File: src/hdl/roak_pkg.sv
// constants, register map and timing for the release-on-acknowledge interrupter
`default_nettype none
package roak_pkg;
    // ------------------------------------------------------------
    // timing
    // ------------------------------------------------------------
    localparam int CLK_PERIOD_NS = 20;
    localparam int STROBE_DELAY_NS = 25;
    localparam int DATA_SETUP_NS = 10;
    localparam int STROBE_DELAY_CYC = (STROBE_DELAY_NS + CLK_PERIOD_NS - 1) / CLK_PERIOD_NS;
    localparam int SETUP_CYC_RAW = (DATA_SETUP_NS + CLK_PERIOD_NS - 1) / CLK_PERIOD_NS;
    localparam int SETUP_CYC = (SETUP_CYC_RAW < 1) ? 1 : SETUP_CYC_RAW;
    localparam logic [3:0] AS_D25 = 4'(STROBE_DELAY_CYC);
    localparam logic [3:0] AS_D50 = 4'(2 * STROBE_DELAY_CYC);
    localparam logic [3:0] SETUP_CNT = 4'(SETUP_CYC);

    // ------------------------------------------------------------
    // widths and register map (byte addresses)
    // ------------------------------------------------------------
    localparam int EV_ONE_W = 8;
    localparam int EV_TWO_W = 5;
    localparam int EV_W = EV_ONE_W + EV_TWO_W;
    localparam int ADDR_W = 6;
    localparam logic [5:0] ADR_EV_ONE = 6'h00;
    localparam logic [5:0] ADR_EV_TWO = 6'h04;
    localparam logic [5:0] ADR_MASK_ONE = 6'h08;
    localparam logic [5:0] ADR_MASK_TWO = 6'h0c;
    localparam logic [5:0] ADR_PRIORITY = 6'h10;
    localparam logic [5:0] ADR_STATUS_ID = 6'h14;
    localparam logic [5:0] ADR_STATE = 6'h18;
    localparam logic [5:0] ADR_IRQ_STAT = 6'h1c;
    localparam logic [5:0] ADR_IRQ_EN = 6'h20;
    localparam logic [5:0] ADR_IRQ_CLR = 6'h24;
    localparam logic [2:0] PRIORITY_RST = 3'h1;
    localparam logic [7:0] STATUS_ID_RST = 8'h00;

    // interrupt status bit positions
    localparam int IRQ_W = 3;
    localparam int IB_VECTOR = 0;
    localparam int IB_PASSED = 1;
    localparam int IB_RAISED = 2;
endpackage
`default_nettype wire

File: src/hdl/pin_sync.sv
// three-stage pin synchroniser with agreement filter
`timescale 1ns/1ns
`default_nettype none
module pin_sync #(
    parameter int W = 1,
    parameter logic [W-1:0] RST_VAL = '0
) (
    input wire logic sys_clk,
    input wire logic rst,
    input wire logic [W-1:0] pin,
    output logic [W-1:0] level
);
    logic [W-1:0] s1_r;
    logic [W-1:0] s2_r;
    logic [W-1:0] s3_r;
    logic [W-1:0] level_r;
    wire [W-1:0] agree = ~(s2_r ^ s3_r);

    // a bit changes only when stages two and three agree
    always_ff @(posedge sys_clk) begin
        if (rst) begin
            s1_r <= RST_VAL;
            s2_r <= RST_VAL;
            s3_r <= RST_VAL;
            level_r <= RST_VAL;
        end else begin
            s1_r <= pin;
            s2_r <= s1_r;
            s3_r <= s2_r;
            level_r <= (agree & s3_r) | (~agree & level_r);
        end
    end
    assign level = level_r;
endmodule
`default_nettype wire

File: src/hdl/roak_interrupter.sv
// release-on-acknowledge bus interrupter with event status and avalon slave
`timescale 1ns/1ns
`default_nettype none
module roak_interrupter
    import roak_pkg::*;
(
    input wire logic sys_clk,
    input wire logic rst,
    // avalon-mm slave
    input wire logic [ADDR_W-1:0] avs_address,
    input wire logic avs_read,
    input wire logic avs_write,
    input wire logic [31:0] avs_writedata,
    output logic [31:0] avs_readdata,
    output logic avs_waitrequest,
    output logic irq,
    // controller chip events, one-cycle pulses on sys_clk
    input wire logic [EV_W-1:0] chip_events,
    // read/write acknowledge request from the transfer logic
    input wire logic rw_ack_request,
    // backplane pins
    input wire logic as_n,
    input wire logic ds0_n,
    input wire logic ds1_n,
    input wire logic iack_n,
    input wire logic iackin_n,
    input wire logic [2:0] addr_lvl,
    input wire logic dtack_in_n,
    output logic dtack_o,
    output logic dtack_oe,
    output logic irq_req_o,
    output logic irq_req_oe,
    output logic iackout_n,
    output logic [7:0] data_o,
    output logic data_buffer_enable,
    output logic gpib_controller_chip_int
);
    // ------------------------------------------------------------
    // pin synchronisers
    // ------------------------------------------------------------
    localparam int PIN_W = 9;
    logic [PIN_W-1:0] pin_lvl;

    pin_sync #(.W(PIN_W), .RST_VAL(9'h1f8)) u_sync (
        .sys_clk(sys_clk),
        .rst(rst),
        .pin({as_n, ds0_n, ds1_n, iack_n, iackin_n, dtack_in_n, addr_lvl}),
        .level(pin_lvl)
    );

    wire as_act = ~pin_lvl[8];
    wire ds0_act = ~pin_lvl[7];
    wire ds1_act = ~pin_lvl[6];
    wire iack_act = ~pin_lvl[5];
    wire iackin_act = ~pin_lvl[4];
    wire dtack_seen = ~pin_lvl[3];
    wire [2:0] ack_level = pin_lvl[2:0];

    // ------------------------------------------------------------
    // registers
    // ------------------------------------------------------------
    logic [EV_ONE_W-1:0] ev_one_r;
    logic [EV_TWO_W-1:0] ev_two_r;
    logic [EV_ONE_W-1:0] mask_one_r;
    logic [EV_TWO_W-1:0] mask_two_r;
    logic [2:0] priority_r;
    logic [7:0] status_id_r;
    logic [IRQ_W-1:0] irq_stat_r;
    logic [IRQ_W-1:0] irq_en_r;
    logic [31:0] rdata_r;
    logic wait_r;
    logic irq_r;

    // interrupter state
    logic [3:0] as_cnt_r;
    logic decided_r;
    logic match_r;
    logic vector_enable_r;
    logic [3:0] setup_cnt_r;
    logic vector_ack_request_r;
    logic dtack_r;
    logic irq_drive_r;
    logic armed_r;
    logic iackout_r;
    logic chip_int_r;
    logic [7:0] data_r;

    // ------------------------------------------------------------
    // bus decode
    // ------------------------------------------------------------
    function automatic logic hit(input logic [ADDR_W-1:0] a, input logic [5:0] off);
        return a == off;
    endfunction

    wire req = avs_read | avs_write;
    wire capture = avs_read & wait_r;
    wire wr_take = avs_write & ~wait_r;
    // status clears when its value is captured for the answer
    wire rd_ev_one = capture & hit(avs_address, ADR_EV_ONE);
    wire rd_ev_two = capture & hit(avs_address, ADR_EV_TWO);
    wire wr_mask_one = wr_take & hit(avs_address, ADR_MASK_ONE);
    wire wr_mask_two = wr_take & hit(avs_address, ADR_MASK_TWO);
    wire wr_priority = wr_take & hit(avs_address, ADR_PRIORITY);
    wire wr_status_id = wr_take & hit(avs_address, ADR_STATUS_ID);
    wire wr_irq_en = wr_take & hit(avs_address, ADR_IRQ_EN);
    wire wr_irq_clr = wr_take & hit(avs_address, ADR_IRQ_CLR);

    wire [EV_ONE_W-1:0] ev_one_in = chip_events[EV_ONE_W-1:0];
    wire [EV_TWO_W-1:0] ev_two_in = chip_events[EV_W-1:EV_ONE_W];

    wire [31:0] state_word = {26'h0, chip_int_r, irq_drive_r, iackout_r,
        vector_enable_r, match_r, decided_r};

    wire [31:0] rdata_nxt =
        hit(avs_address, ADR_EV_ONE) ? {24'h0, ev_one_r} :
        hit(avs_address, ADR_EV_TWO) ? {27'h0, ev_two_r} :
        hit(avs_address, ADR_MASK_ONE) ? {24'h0, mask_one_r} :
        hit(avs_address, ADR_MASK_TWO) ? {27'h0, mask_two_r} :
        hit(avs_address, ADR_PRIORITY) ? {29'h0, priority_r} :
        hit(avs_address, ADR_STATUS_ID) ? {24'h0, status_id_r} :
        hit(avs_address, ADR_STATE) ? state_word :
        hit(avs_address, ADR_IRQ_STAT) ? {29'h0, irq_stat_r} :
        hit(avs_address, ADR_IRQ_EN) ? {29'h0, irq_en_r} : 32'h0;

    // ------------------------------------------------------------
    // event status and chip interrupt
    // ------------------------------------------------------------
    // a new event in the clearing cycle survives the clear
    wire [EV_ONE_W-1:0] ev_one_nxt = (rd_ev_one ? '0 : ev_one_r) | ev_one_in;
    wire [EV_TWO_W-1:0] ev_two_nxt = (rd_ev_two ? '0 : ev_two_r) | ev_two_in;
    // masks only gate the interrupt, never the status bits
    wire chip_int_nxt = |(ev_one_r & mask_one_r) | |(ev_two_r & mask_two_r);

    // ------------------------------------------------------------
    // interrupter decisions
    // ------------------------------------------------------------
    wire as_d25 = as_cnt_r >= AS_D25;
    wire as_d50 = as_cnt_r >= AS_D50;
    wire [3:0] as_cnt_nxt = ~as_act ? 4'h0 : (as_d50 ? as_cnt_r : as_cnt_r + 4'h1);
    wire cmp_eq = ack_level == priority_r;
    wire latch_cmp = as_act & iack_act & (as_cnt_r == AS_D25) & ~decided_r;
    // dtack from someone else must be gone before the vector goes out
    wire vec_start = decided_r & match_r & iackin_act & ds0_act & as_d50
        & ~dtack_seen & ~vector_enable_r;
    wire vec_end = vector_enable_r & ~ds0_act;
    wire pass_on = decided_r & ~match_r & iackin_act & as_d50;
    wire setup_done = setup_cnt_r == SETUP_CNT;
    // release-on-acknowledge: once served, stay quiet until the chip drops its line
    wire irq_drive_nxt = chip_int_r & armed_r & ~vec_end;
    wire armed_nxt = vec_end ? 1'b0 : (~chip_int_r ? 1'b1 : armed_r);
    wire dtack_release = ~vector_ack_request_r & ~rw_ack_request & ~vector_enable_r
        & ~ds0_act & ~ds1_act;
    wire dtack_nxt = rw_ack_request | vector_ack_request_r
        | (dtack_r & ~dtack_release);

    wire [IRQ_W-1:0] irq_events;
    assign irq_events[IB_VECTOR] = vec_start;
    assign irq_events[IB_PASSED] = pass_on & iackout_r;
    assign irq_events[IB_RAISED] = irq_drive_nxt & ~irq_drive_r;
    wire [IRQ_W-1:0] irq_clr_bits = wr_irq_clr ? avs_writedata[IRQ_W-1:0] : '0;
    wire [IRQ_W-1:0] irq_stat_nxt = (irq_stat_r & ~irq_clr_bits) | irq_events;

    // ------------------------------------------------------------
    // bus slave
    // ------------------------------------------------------------
    // one wait cycle per access, answer at the second edge
    always_ff @(posedge sys_clk) begin
        if (rst) begin
            wait_r <= 1'b1;
            rdata_r <= 32'h0;
        end else begin
            wait_r <= ~(req & wait_r);
            if (capture) begin
                rdata_r <= rdata_nxt;
            end
        end
    end

    always_ff @(posedge sys_clk) begin
        if (rst) begin
            mask_one_r <= '0;
            mask_two_r <= '0;
            priority_r <= PRIORITY_RST;
            status_id_r <= STATUS_ID_RST;
            irq_en_r <= '0;
        end else begin
            if (wr_mask_one) begin
                mask_one_r <= avs_writedata[EV_ONE_W-1:0];
            end
            if (wr_mask_two) begin
                mask_two_r <= avs_writedata[EV_TWO_W-1:0];
            end
            if (wr_priority) begin
                priority_r <= avs_writedata[2:0];
            end
            if (wr_status_id) begin
                status_id_r <= avs_writedata[7:0];
            end
            if (wr_irq_en) begin
                irq_en_r <= avs_writedata[IRQ_W-1:0];
            end
        end
    end

    always_ff @(posedge sys_clk) begin
        if (rst) begin
            ev_one_r <= '0;
            ev_two_r <= '0;
            chip_int_r <= 1'b0;
            irq_stat_r <= '0;
            irq_r <= 1'b0;
        end else begin
            ev_one_r <= ev_one_nxt;
            ev_two_r <= ev_two_nxt;
            chip_int_r <= chip_int_nxt;
            irq_stat_r <= irq_stat_nxt;
            irq_r <= |(irq_stat_nxt & irq_en_r);
        end
    end

    // ------------------------------------------------------------
    // acknowledge cycle
    // ------------------------------------------------------------
    // system reset puts every piece of the interrupter at rest
    always_ff @(posedge sys_clk) begin
        if (rst) begin
            as_cnt_r <= 4'h0;
            decided_r <= 1'b0;
            match_r <= 1'b0;
        end else begin
            as_cnt_r <= as_cnt_nxt;
            if (~as_act) begin
                decided_r <= 1'b0;
                match_r <= 1'b0;
            end else if (latch_cmp) begin
                decided_r <= 1'b1;
                match_r <= cmp_eq;
            end
        end
    end

    always_ff @(posedge sys_clk) begin
        if (rst) begin
            vector_enable_r <= 1'b0;
            setup_cnt_r <= 4'h0;
            vector_ack_request_r <= 1'b0;
            data_r <= 8'h00;
        end else begin
            if (vec_start) begin
                vector_enable_r <= 1'b1;
                data_r <= status_id_r;
            end else if (vec_end) begin
                vector_enable_r <= 1'b0;
            end
            if (~vector_enable_r | vec_end) begin
                setup_cnt_r <= 4'h0;
            end else if (~setup_done) begin
                setup_cnt_r <= setup_cnt_r + 4'h1;
            end
            // byte has been on the bus for the set-up time first
            vector_ack_request_r <= vector_enable_r & ~vec_end & setup_done;
        end
    end

    always_ff @(posedge sys_clk) begin
        if (rst) begin
            dtack_r <= 1'b0;
            irq_drive_r <= 1'b0;
            armed_r <= 1'b1;
            iackout_r <= 1'b0;
        end else begin
            dtack_r <= dtack_nxt;
            irq_drive_r <= irq_drive_nxt;
            armed_r <= armed_nxt;
            // drops as soon as the synchronised strobe is seen released
            iackout_r <= pass_on & as_act;
        end
    end

    // ------------------------------------------------------------
    // outputs
    // ------------------------------------------------------------
    // open-collector lines: the low level is constant, the enable carries the state
    logic low_r;
    always_ff @(posedge sys_clk) begin
        if (rst) begin
            low_r <= 1'b0;
        end else begin
            low_r <= 1'b0;
        end
    end

    assign avs_readdata = rdata_r;
    assign avs_waitrequest = wait_r;
    assign irq = irq_r;
    assign dtack_o = low_r;
    assign dtack_oe = dtack_r;
    assign irq_req_o = low_r;
    assign irq_req_oe = irq_drive_r;
    assign iackout_n = ~iackout_r;
    assign data_o = data_r;
    assign data_buffer_enable = vector_enable_r;
    assign gpib_controller_chip_int = chip_int_r;
endmodule
`default_nettype wire

File: config.mk
export PLATFORM = sky130hd
export DESIGN_NAME = roak_interrupter
export DESIGN_NICKNAME = d
export VERILOG_FILES = /design/src/hdl/roak_pkg.sv /design/src/hdl/pin_sync.sv /design/src/hdl/roak_interrupter.sv
export SDC_FILE = /design/constraint.sdc
export NUM_CORES = 1
export LEC_CHECK = 0
export BUFFER_PORTS_ARGS = -buffer_cell sky130_fd_sc_hd__clkbuf_2
export CAP_MARGIN = 20
export CORE_AREA = 2 2 95 97
export DETAILED_ROUTE_END_ITERATION = 8
export DIE_AREA = 0 0 97 99
export PLACE_DENSITY_LB_ADDON = 0.08
export SETUP_SLACK_MARGIN = 0.05
export SLEW_MARGIN = 20
export SYNTH_ARGS = -nofsm -noshare
export SYNTH_HDL_FRONTEND = slang
export SYNTH_HIERARCHICAL = 1
export SYNTH_SLANG_ARGS = --single-unit
File: constraint.sdc
create_clock -name sys_clk -period 3.43 [get_ports sys_clk]
set_clock_uncertainty 0.15 [all_clocks]
set_input_delay 0.343 -clock sys_clk [delete_from_list [all_inputs] [get_ports sys_clk]]
set_output_delay 0.343 -clock sys_clk [all_outputs]
set_load 0.005 [all_outputs]
==> results.toml, run 1 <==
[drt]
antenna_left = 0
drt-initial-drc-count = 138
drc = 0
firstDrtPassIters = 5
totalWireLength_um = 11000
via_per_inst = 5.38
vias = 3956
post_drt_wl_per_cell_um = 14.9

[critical_path]
reg2reg_from = "as_cnt_r[3]"
ff2ff_setup_slack_ns = 1.32
critPathRequiredTime_ns = 3.67
worstPathArrival_ns = 2.35
crit_chain = "nor2_1 > or3_1 > nand2b_1 > a21oi_1 > a221o_1"
crit_fanout = 10
crit_family = "simple AND/OR/NAND/NOR gates"
startpoint_type = "register"
crit_path_end_kind = "register"
critPathKind = "reg2reg"
slowest_stage = "nand2b_1"
r2r-end = "irq"
crit_path_max_incr_delay_ns = 0.52
crit_buf_inv = 0
reg2reg_depth = 5

[grt]
grt_usage = 0.236
antenna_found_initial = 0
grt_pass1_vias = 3879
globalRouteMet2Util = 0.423
grt_max_degree = 62
overflow = 0
use_met1 = 0.266
busiest_layer = "met2"
grt_pass1_wl_um = 18200
met3_usage = 0.0631

[synthesis]
synth-seq-cells = 114
postSynthAreaPerCell_um2 = 9.15
netlist_area_um2 = 4790
async_flop_share = 0
synth_top_area_frac = 0.476
synthFlopType = "dfxtp_1"
synth_edf_count = 0
yosys.area.top_type = "dfxtp_1"
netlist_instances = 524
ys_seq_area_frac = 0.476
synth_area_leaders = "dfxtp_1 48%, mux2i_1 6.5%, nor2_1 5.9%"
synth_cell_types = 58
synth_warnings = 6

[clocking]
clkLatencyLatePin_ns = 0.51
cts_resized = 0
post-cts-setup-buffers = 0
ctsHoldBuffers = 30
cts_tree = "built"
numCtsBuffers = 17
cts_sinks = 114
clock_path_buffers = 2
cts.clk_slew.worst_paths_ns = 0.06
cts_max_level = 4
cts-root-buf = "clkbuf_8"

[min_path]
min-delay-start = "avs_writedata[0]"
min_to = "status_id_r[0]"
min_path_cells = 3
min_path_type = "in2reg"

[sta]
fin_crit_sh = 0.614
rsz0062_at_grt = "no"
finalSetupTns_ns = 0
finalSetupViolations = 0
fmax_ghz = 0.474
period_minus_slack_ns = 2.11
report.final.slew_viol_count = 0
hold_ws_ns = 0.0367
worst_pin_slew_ns = 0.639
finalHoldViolCount = 0
max_slew_margin = 0.574

[finish]
layout_common_cells = "114 x dfxtp_1, 75 x nor2_1, 63 x clkbuf_2"
drive_gt1_frac = 0.180
design_area_um2 = 5930
diodes = 0
seq_area_um2 = 2280
nNetsFinal = 684
fillers = 690
area_growth_pct = 23.8
finalNonFillerCells = 736
multi_input_area_um2 = 2250
final_common_cell = "dfxtp_1"

[floorplanning]
die_x_um = 97
core_area_um2 = 8550
row_count = 34
dieArea_um2 = 9600
pin_count = 114
fp.dieH_um = 99
start_util = 0.561

[power_and_ir_drop]
fin_total_pwr_w = 0.00328
vdd_drop_max_uv = 404
cellPowerDensity_nw_per_um2 = 552
p_leak_nw = 2.50

[placement]
place_area_um2 = 5040
dp.cells = 674
hpwl_um = 7330
gp_congestion = 0.859
numPortBuffers = 63

[run]
cap_viol_max_count = 0

[run_status]
outcome = "finished clean"
[worst min-delay path, cell delays in order]
cell	delay [ns]
clkbuf_2	0.15
mux2i_1	0.09
nor2_1	0.08
[cells by family (layout without fill, tap and decap cells)]
logic type               Yosys count  in the layout  share of synthesized area
buffers and inverters             60            139                     0.0749
adder cells (fa/ha/maj)            4              4                     0.0104
other                              1             26                   0.000782
XOR/XNOR                           6              6                     0.0110
AND/OR/NAND/NOR                  193            193                      0.217
AO/OA/AOI/OAI                    115            115                      0.145
flip-flops                       114            114                      0.476
multiplexers                      31             31                     0.0647
[synth_stat cells (5+ instances only)]
| cell type | number |
|---|---|
| dfxtp_1 | 114 |
| nor2_1 | 75 |
| a21oi_1 | 48 |
| mux2i_1 | 31 |
| buf_4 | 26 |
| o21ai_0 | 24 |
| nand2_1 | 23 |
| or2_1 | 20 |
| nand3_1 | 14 |
| clkbuf_1 | 12 |
| inv_1 | 11 |
| nor2b_1 | 10 |
| a221oi_1 | 6 |
| a31oi_1 | 6 |
| and2b_1 | 6 |
| nand2b_1 | 6 |
| o21bai_1 | 6 |
| buf_2 | 5 |
| nor3_1 | 5 |
| o22ai_1 | 5 |
| or3_1 | 5 |
[report_power, final]
| group | total, W | leakage, nW | internal (W) | switching [W] |
|---|---|---|---|---|
| clock | 0.00172 | 0.282 | 0.00108 | 0.000637 |
| sequential | 0.00138 | 0.930 | 0.00136 | 0.0000212 |
| combinational | 0.000181 | 1.29 | 0.0000806 | 0.000100 |
| total | 0.00328 | 2.50 | 0.00252 | 0.000759 |
[layout make-up]
cell class / count / area share
clock buffer: 19 / 0.0744
clock inverter: 13 / 0.0251
inverter: 11 / 0.00696
multi-input combinational: 375 / 0.379
sequential: 114 / 0.385
tap: 108 / 0.0228
timing repair buffer: 96 / 0.108
[routing by layer]
metal	vias to the layer above	part of all wire
met5	-	0
met4	0	0.026
met3	27	0.046
met2	118	0.51
met1	1856	0.42
li1	1955	-
[through the flow]
stage	worst slack [ns]	util
floorplan	1.51	-
finish	1.32	0.694
global route	1.09	0.694
detailed placement	1.17	0.590
CTS	1.31	0.694
global placement	1.17	0.590
[state kept, by name (all words and copies together), names as in the netlist, 4 cells and up, named ones only]
signal,count
u_sync/s2_r,9
data_o,8
setup_cnt_r,4
as_cnt_r,4
ev_one_r,8
avs_readdata,8
ev_two_r,5
mask_two_r,5
status_id_r,8
mask_one_r,8
u_sync/s1_r,9
u_sync/s3_r,9
[worst max-delay path by stage]
stage	cells past startpoint	endpoint	slack, ns	from
after floorplan	7	ev_one_r[0]	1.51	avs_address[4]
after global placement	6	ev_two_r[0]	1.17	avs_address[4]
after detailed placement	5	status_id_r[4]	1.17	avs_address[2]
after CTS	5	irq	1.31	as_cnt_r[3]
after global routing	5	irq	1.09	as_cnt_r[3]
final	5	irq	1.32	as_cnt_r[3]
Power figures use the tool's default switching activity.
==> run 2, diff against run 1 <==
- ABC_AREA: unset -> 1
- CORE_AREA: 2 2 95 97 -> 2 2 98 100
- DIE_AREA: 0 0 97 99 -> 0 0 100 102
- clock period: 3.43 -> 1.95 ns (I/O delays scaled with it)
==> results.toml, run 2 <==
[run_status]
outcome = "finished clean"

[drt]
drt-initial-drc-count = 141
antenna_left = 0
vias = 4054
via_per_inst = 4.93
drc = 0
totalWireLength_um = 10600
firstDrtPassIters = 5
post_drt_wl_per_cell_um = 12.9

[floorplanning]
dieArea_um2 = 10200
row_count = 35
core_area_um2 = 9110
die_x_um = 100
pin_count = 114
start_util = 0.515
fp.dieH_um = 102

[critical_path]
startpoint_type = "primary input"
critPathRequiredTime_ns = 2.20
worst_path_most_repeated_cell = "dlygate4sd3_1"
critPathKind = "in2reg"
crit_fanout = 20
reg2reg_depth = 6
worstPathArrival_ns = 1.96
crit_path_max_incr_delay_ns = 0.57
crit_path_end_kind = "register"
slowest_stage = "dlygate4sd3_1"
crit_chain = "dlygate4sd3_1 > clkbuf_2 > clkinvlp_4 > buf_4 > o211ai_1 > dlygate4sd3_1"

[finish]
final_common_cell = "dfxtp_1"
drive_gt1_frac = 0.194
fillers = 774
nNetsFinal = 768
design_area_um2 = 6010
diodes = 0
area_growth_pct = 28.1
final_util = 0.659
top_regs = "u_sync/s1_r x9, u_sync/s2_r x9, u_sync/s3_r x9"
layout_common_cells = "114 x dfxtp_1, 88 x nor2_1, 75 x nand2_1"

[grt]
grt_usage = 0.219
grt_max_degree = 65
antenna_found_initial = 0
grt_pass1_wl_um = 17300
overflow = 0
grt_pass1_vias = 3771

[run]
cap_viol_max_count = 0

[placement]
place_area_um2 = 5010
hpwl_um = 7460
gp_congestion = 0.891
numPortBuffers = 63
dp_slack_ns = 0.188

[synthesis]
synth_warnings = 6
async_flop_share = 0
netlist_area_um2 = 4690
synth_cell_types = 39
synth_top_area_frac = 0.487
synth-seq-cells = 114
synth_edf_count = 0
synthTopCellsByCount = "114 x dfxtp_1, 88 x nor2_1, 76 x nand2_1, 60 x a21oi_1, 59 x inv_1"
yosys.area.top_type = "dfxtp_1"
synth_area_leaders = "dfxtp_1 49%, nor2_1 7.0%, a21oi_1 6.4%"
synth.most_common_cell = "dfxtp_1"
postSynthAreaPerCell_um2 = 7.99
synthFlopType = "dfxtp_1"
ys_seq_area_frac = 0.487
netlist_instances = 587

[sta]
finalSetupViolations = 0
fmax_ghz = 0.583
report.final.slew_viol_count = 0
finalHoldViolCount = 0
finalSetupTns_ns = 0
rsz0062_at_grt = "no"
fin_crit_sh = 0.879
period_minus_slack_ns = 1.71
setup_slack_ns = 0.236

[min_path]
min_path_cells = 5
min_path_type = "in2reg"

[clocking]
numCtsBuffers = 17
cts_sinks = 114
post-cts-setup-buffers = 0
clkLatencyLatePin_ns = 0.51
cts_tree = "built"
cts-root-buf = "clkbuf_8"
clock_path_buffers = 2
cts_max_level = 4
cts.clk_slew.worst_paths_ns = 0.06

[power_and_ir_drop]
cellPowerDensity_nw_per_um2 = 969
vdd_drop_max_uv = 665
p_leak_nw = 2.66
run 2: final timing paths:
check	startpoint	to	slack [ns]
worst max-delay path	rst	avs_waitrequest	0.24
worst min-delay path	avs_address[5]	irq_en_r[2]	0.07
worst max register to register	as_cnt_r[3]	data_o[4]	0.25
worst min register to register	u_sync/s1_r[1]	u_sync/s2_r[1]	0.25
run 2: worst max-delay path: cells and delay by family:
kind,cells,cell delay [ns]
buffers and inverters,5,1.65
AO/OA/AOI/OAI,1,0.10
run 2: area by class of cell:
type	count	area, um2	area share
repair buffers	107	753	0.125
well taps	111	139	0.0231
clock buffers	18	428	0.0712
flip-flops and latches	114	2280	0.380
inverters	69	263	0.0437
clock inverters	14	179	0.0298
multi-input cells	390	1960	0.327
run 2: kinds of logic after synthesis:
kind of cell | after synthesis | share of synthesized area
AND/OR/NAND/NOR | 230 | 0.231
AO/OA/AOI/OAI | 125 | 0.147
flip-flops | 114 | 0.487
buffers and inverters | 108 | 0.115
XOR/XNOR | 5 | 0.00934
adder cells (fa/ha/maj) | 4 | 0.0107
other | 1 | 0.000800
run 2: routing by layer:
| layer | vias up | share of wire | GRT usage |
|---|---|---|---|
| met5 | - | 0 | 0 |
| met4 | 0 | 0.026 | 0.107 |
| met3 | 26 | 0.042 | 0.0540 |
| met2 | 115 | 0.49 | 0.373 |
| met1 | 1833 | 0.44 | 0.260 |
| li1 | 2080 | - | - |
run 2: through the flow:
step                hold WS (ns)  power, W  instances
floorplan                  0.126   0.00264        612
global placement           0.221   0.00270        753
detailed placement         0.226   0.00271        753
CTS                       0.0344   0.00588        823
global route               0.105   0.00603        823
finish                    0.0654   0.00582        823
run 2: report_power, final:
part	switching, W	total, W	leakage (nW)	internal (W)
logic	0.000167	0.000307	1.45	0.000140
clock network	0.00111	0.00310	0.288	0.00199
registers	0.0000329	0.00241	0.929	0.00238
total	0.00131	0.00582	2.66	0.00452
run 2: repair_timing:
| item | CTS | global route |
|---|---|---|
| resized for setup | 0 | 3 |
| endpoints found under the setup margin | 0 | 9 |
| hold endpoints to repair | 57 | 0 |
| hold buffers | 38 | 0 |
==> run 3, diff against run 2 <==
- CORE_AREA: 2 2 98 100 -> 2 2 97 99
- DIE_AREA: 0 0 100 102 -> 0 0 99 101
- SYNTH_HIERARCHICAL: 1 -> unset
==> results.toml, run 3 <==
[synthesis]
yosys.area_share.simple = 0.219
synthFlopType = "dfxtp_1"
synth_cell_types = 40
synthTopCellsByCount = "114 x dfxtp_1, 67 x a21oi_1, 65 x nor2_1, 62 x nand2_1, 44 x inv_1"
synth-compound-area-share = 0.165
synth_edf_count = 0
netlist_area_um2 = 4610
async_flop_share = 0
synth_top_area_frac = 0.495
synth_area_leaders = "dfxtp_1 49%, a21oi_1 7.3%, nor2_1 5.3%"
synth.most_common_cell = "dfxtp_1"
synthAdderAreaFrac = 0.0108
ys_seq_area_frac = 0.495
synthXorXnorAreaFrac = 0.00949
synth-seq-cells = 114
synth_warnings = 0
synth_top_family_by_area = "simple AND/OR/NAND/NOR gates"
postSynthAreaPerCell_um2 = 8.25
synthMuxAreaShare = 0
yosys.area.top_type = "dfxtp_1"
netlist_instances = 559

[critical_path]
crit_chain = "dlygate4sd3_1 > clkbuf_2 > inv_1 > buf_4 > o211ai_1 > dlygate4sd3_1"
worst_path_most_repeated_cell = "dlygate4sd3_1"
worstPathArrival_ns = 1.89
critPathKind = "in2reg"
slowest_stage = "dlygate4sd3_1"
crit_fanout = 10
crit_path_end_kind = "register"
reg2reg_from = "avs_waitrequest"
crit_family = "buffers and inverters"
crit_path_max_incr_delay_ns = 0.56
crit_buf_inv = 5
startpoint_type = "primary input"
startpoint = "rst"
critPathRequiredTime_ns = 2.19

[run_status]
outcome = "finished clean"

[drt]
vias = 3990
post_drt_wl_per_cell_um = 13.4
totalWireLength_um = 10600
antenna_left = 0
via_per_inst = 5.03
firstDrtPassIters = 4
drc = 0
drt-initial-drc-count = 152

[grt]
grt_max_degree = 40
grt_pass1_wl_um = 17200
grt_pass1_vias = 3716
grt_usage = 0.220
overflow = 0
antenna_found_initial = 0

[clocking]
clock_path_buffers = 2
numCtsBuffers = 17
cts_max_level = 4
cts_sinks = 114
cts_tree = "built"
cts-root-buf = "clkbuf_8"
post-cts-setup-buffers = 0
clkLatencyLatePin_ns = 0.51
cts.clk_slew.worst_paths_ns = 0.06

[placement]
dp_slack_ns = 0.340
numPortBuffers = 63
gp_congestion = 0.865
hpwl_um = 7360

[sta]
fin_crit_sh = 0.843
worst_pin_slew_ns = 0.506
fmax_ghz = 0.608
finalSetupViolations = 0
report.final.slew_viol_count = 0
setup_slack_ns = 0.306
finalHoldViolCount = 0
hold_ws_ns = 0.0211
rsz0062_at_grt = "no"
max_slew_margin = 0.662
finalSetupTns_ns = 0
period_minus_slack_ns = 1.64

[power_and_ir_drop]
cellPowerDensity_nw_per_um2 = 958
p_leak_nw = 2.52
vdd_drop_max_uv = 675
fin_total_pwr_w = 0.00563

[finish]
final_util = 0.654
drive_gt1_frac = 0.235
top_regs = "u_sync.s1_r x9, u_sync.s2_r x9, u_sync.s3_r x9"
area_growth_pct = 27.3
diodes = 0
nNetsFinal = 738
final_common_cell = "dfxtp_1"
layout_common_cells = "114 x dfxtp_1, 67 x a21oi_1, 65 x nor2_1"

[min_path]
min_path_type = "in2reg"
min-delay-start = "avs_address[4]"

[run]
cap_viol_max_count = 0

[floorplanning]
core_area_um2 = 8980
die_x_um = 99
start_util = 0.514
fp.dieH_um = 101
row_count = 35
pin_count = 114
dieArea_um2 = 10000
## run 3: cell types whose count changed after synthesis, moves of 4 or more
cell	before	now
inv_1	59	44
o21ai_0	39	35
or2_1	12	2
o21ai_1	4	18
a21oi_1	60	67
or2_2	2	19
nand2_4	0	4
nand2_1	76	62
nor2_1	88	65
## run 3: layout make-up
type	instances	area (um2)
timing repair buffer	104	708
clock buffer	17	414
multi-input combinational	374	1960
fill	766	3100
tap	111	139
sequential	114	2280
clock inverter	15	146
inverter	58	220
## run 3: final timing paths
check / cells past startpoint / slack, ns / endpoint
hold / removal: 5 / 0.02 / irq_en_r[1]
setup reg to reg: 6 / 0.35 / status_id_r[7]
setup / recovery: 6 / 0.31 / avs_waitrequest
hold reg to reg: 2 / 0.25 / u_sync.s2_r[2]
## run 3: timing repair
item                                    CTS  global route
gates resized for setup                   0             0
hold endpoints to repair                 59             0
endpoints found under the setup margin    0             0
hold buffers                             34             0
## run 3: worst register-to-register path, stage by stage, from the launching register on
cell,delay (ns)
dfxtp_1,0.33
inv_1,0.07
nand2_1,0.30
nor2_4,0.30
inv_2,0.12
o21ai_1,0.16
a21oi_1,0.06
## run 3: logic make-up (layout without fill, tap and decap cells)
group | Yosys count | after routing
adder cells (fa/ha/maj) | 4 | 4
XOR/XNOR | 5 | 5
flip-flops | 114 | 114
other | 1 | 26
AO/OA/AOI/OAI | 141 | 141
AND/OR/NAND/NOR | 198 | 198
buffers and inverters | 96 | 194
## run 3: through the flow
stage,cell area (um2),cells
2_1_floorplan,4710,584
3_3_place_gp,4970,727
3_5_place_dp,4970,727
4_1_cts,5870,793
5_1_grt,5870,793
6_report,5870,793
## run 3: where the power goes
part / internal, W / total [W] / switching [W]
sequential: 0.00238 / 0.00241 / 0.0000314
combinational: 0.000137 / 0.000306 / 0.000170
clock: 0.00172 / 0.00291 / 0.00119
total: 0.00424 / 0.00563 / 0.00139
## run 3: layer usage
metal / wire length [um] / global-route usage / share of wire / vias up
li1: - / - / - / 2017
met1: 4710 / 0.262 / 0.44 / 1840
met2: 5250 / 0.370 / 0.49 / 113
met3: 495 / 0.0687 / 0.047 / 20
met4: 187 / 0.0875 / 0.018 / 0
met5: 0 / 0 / 0 / -
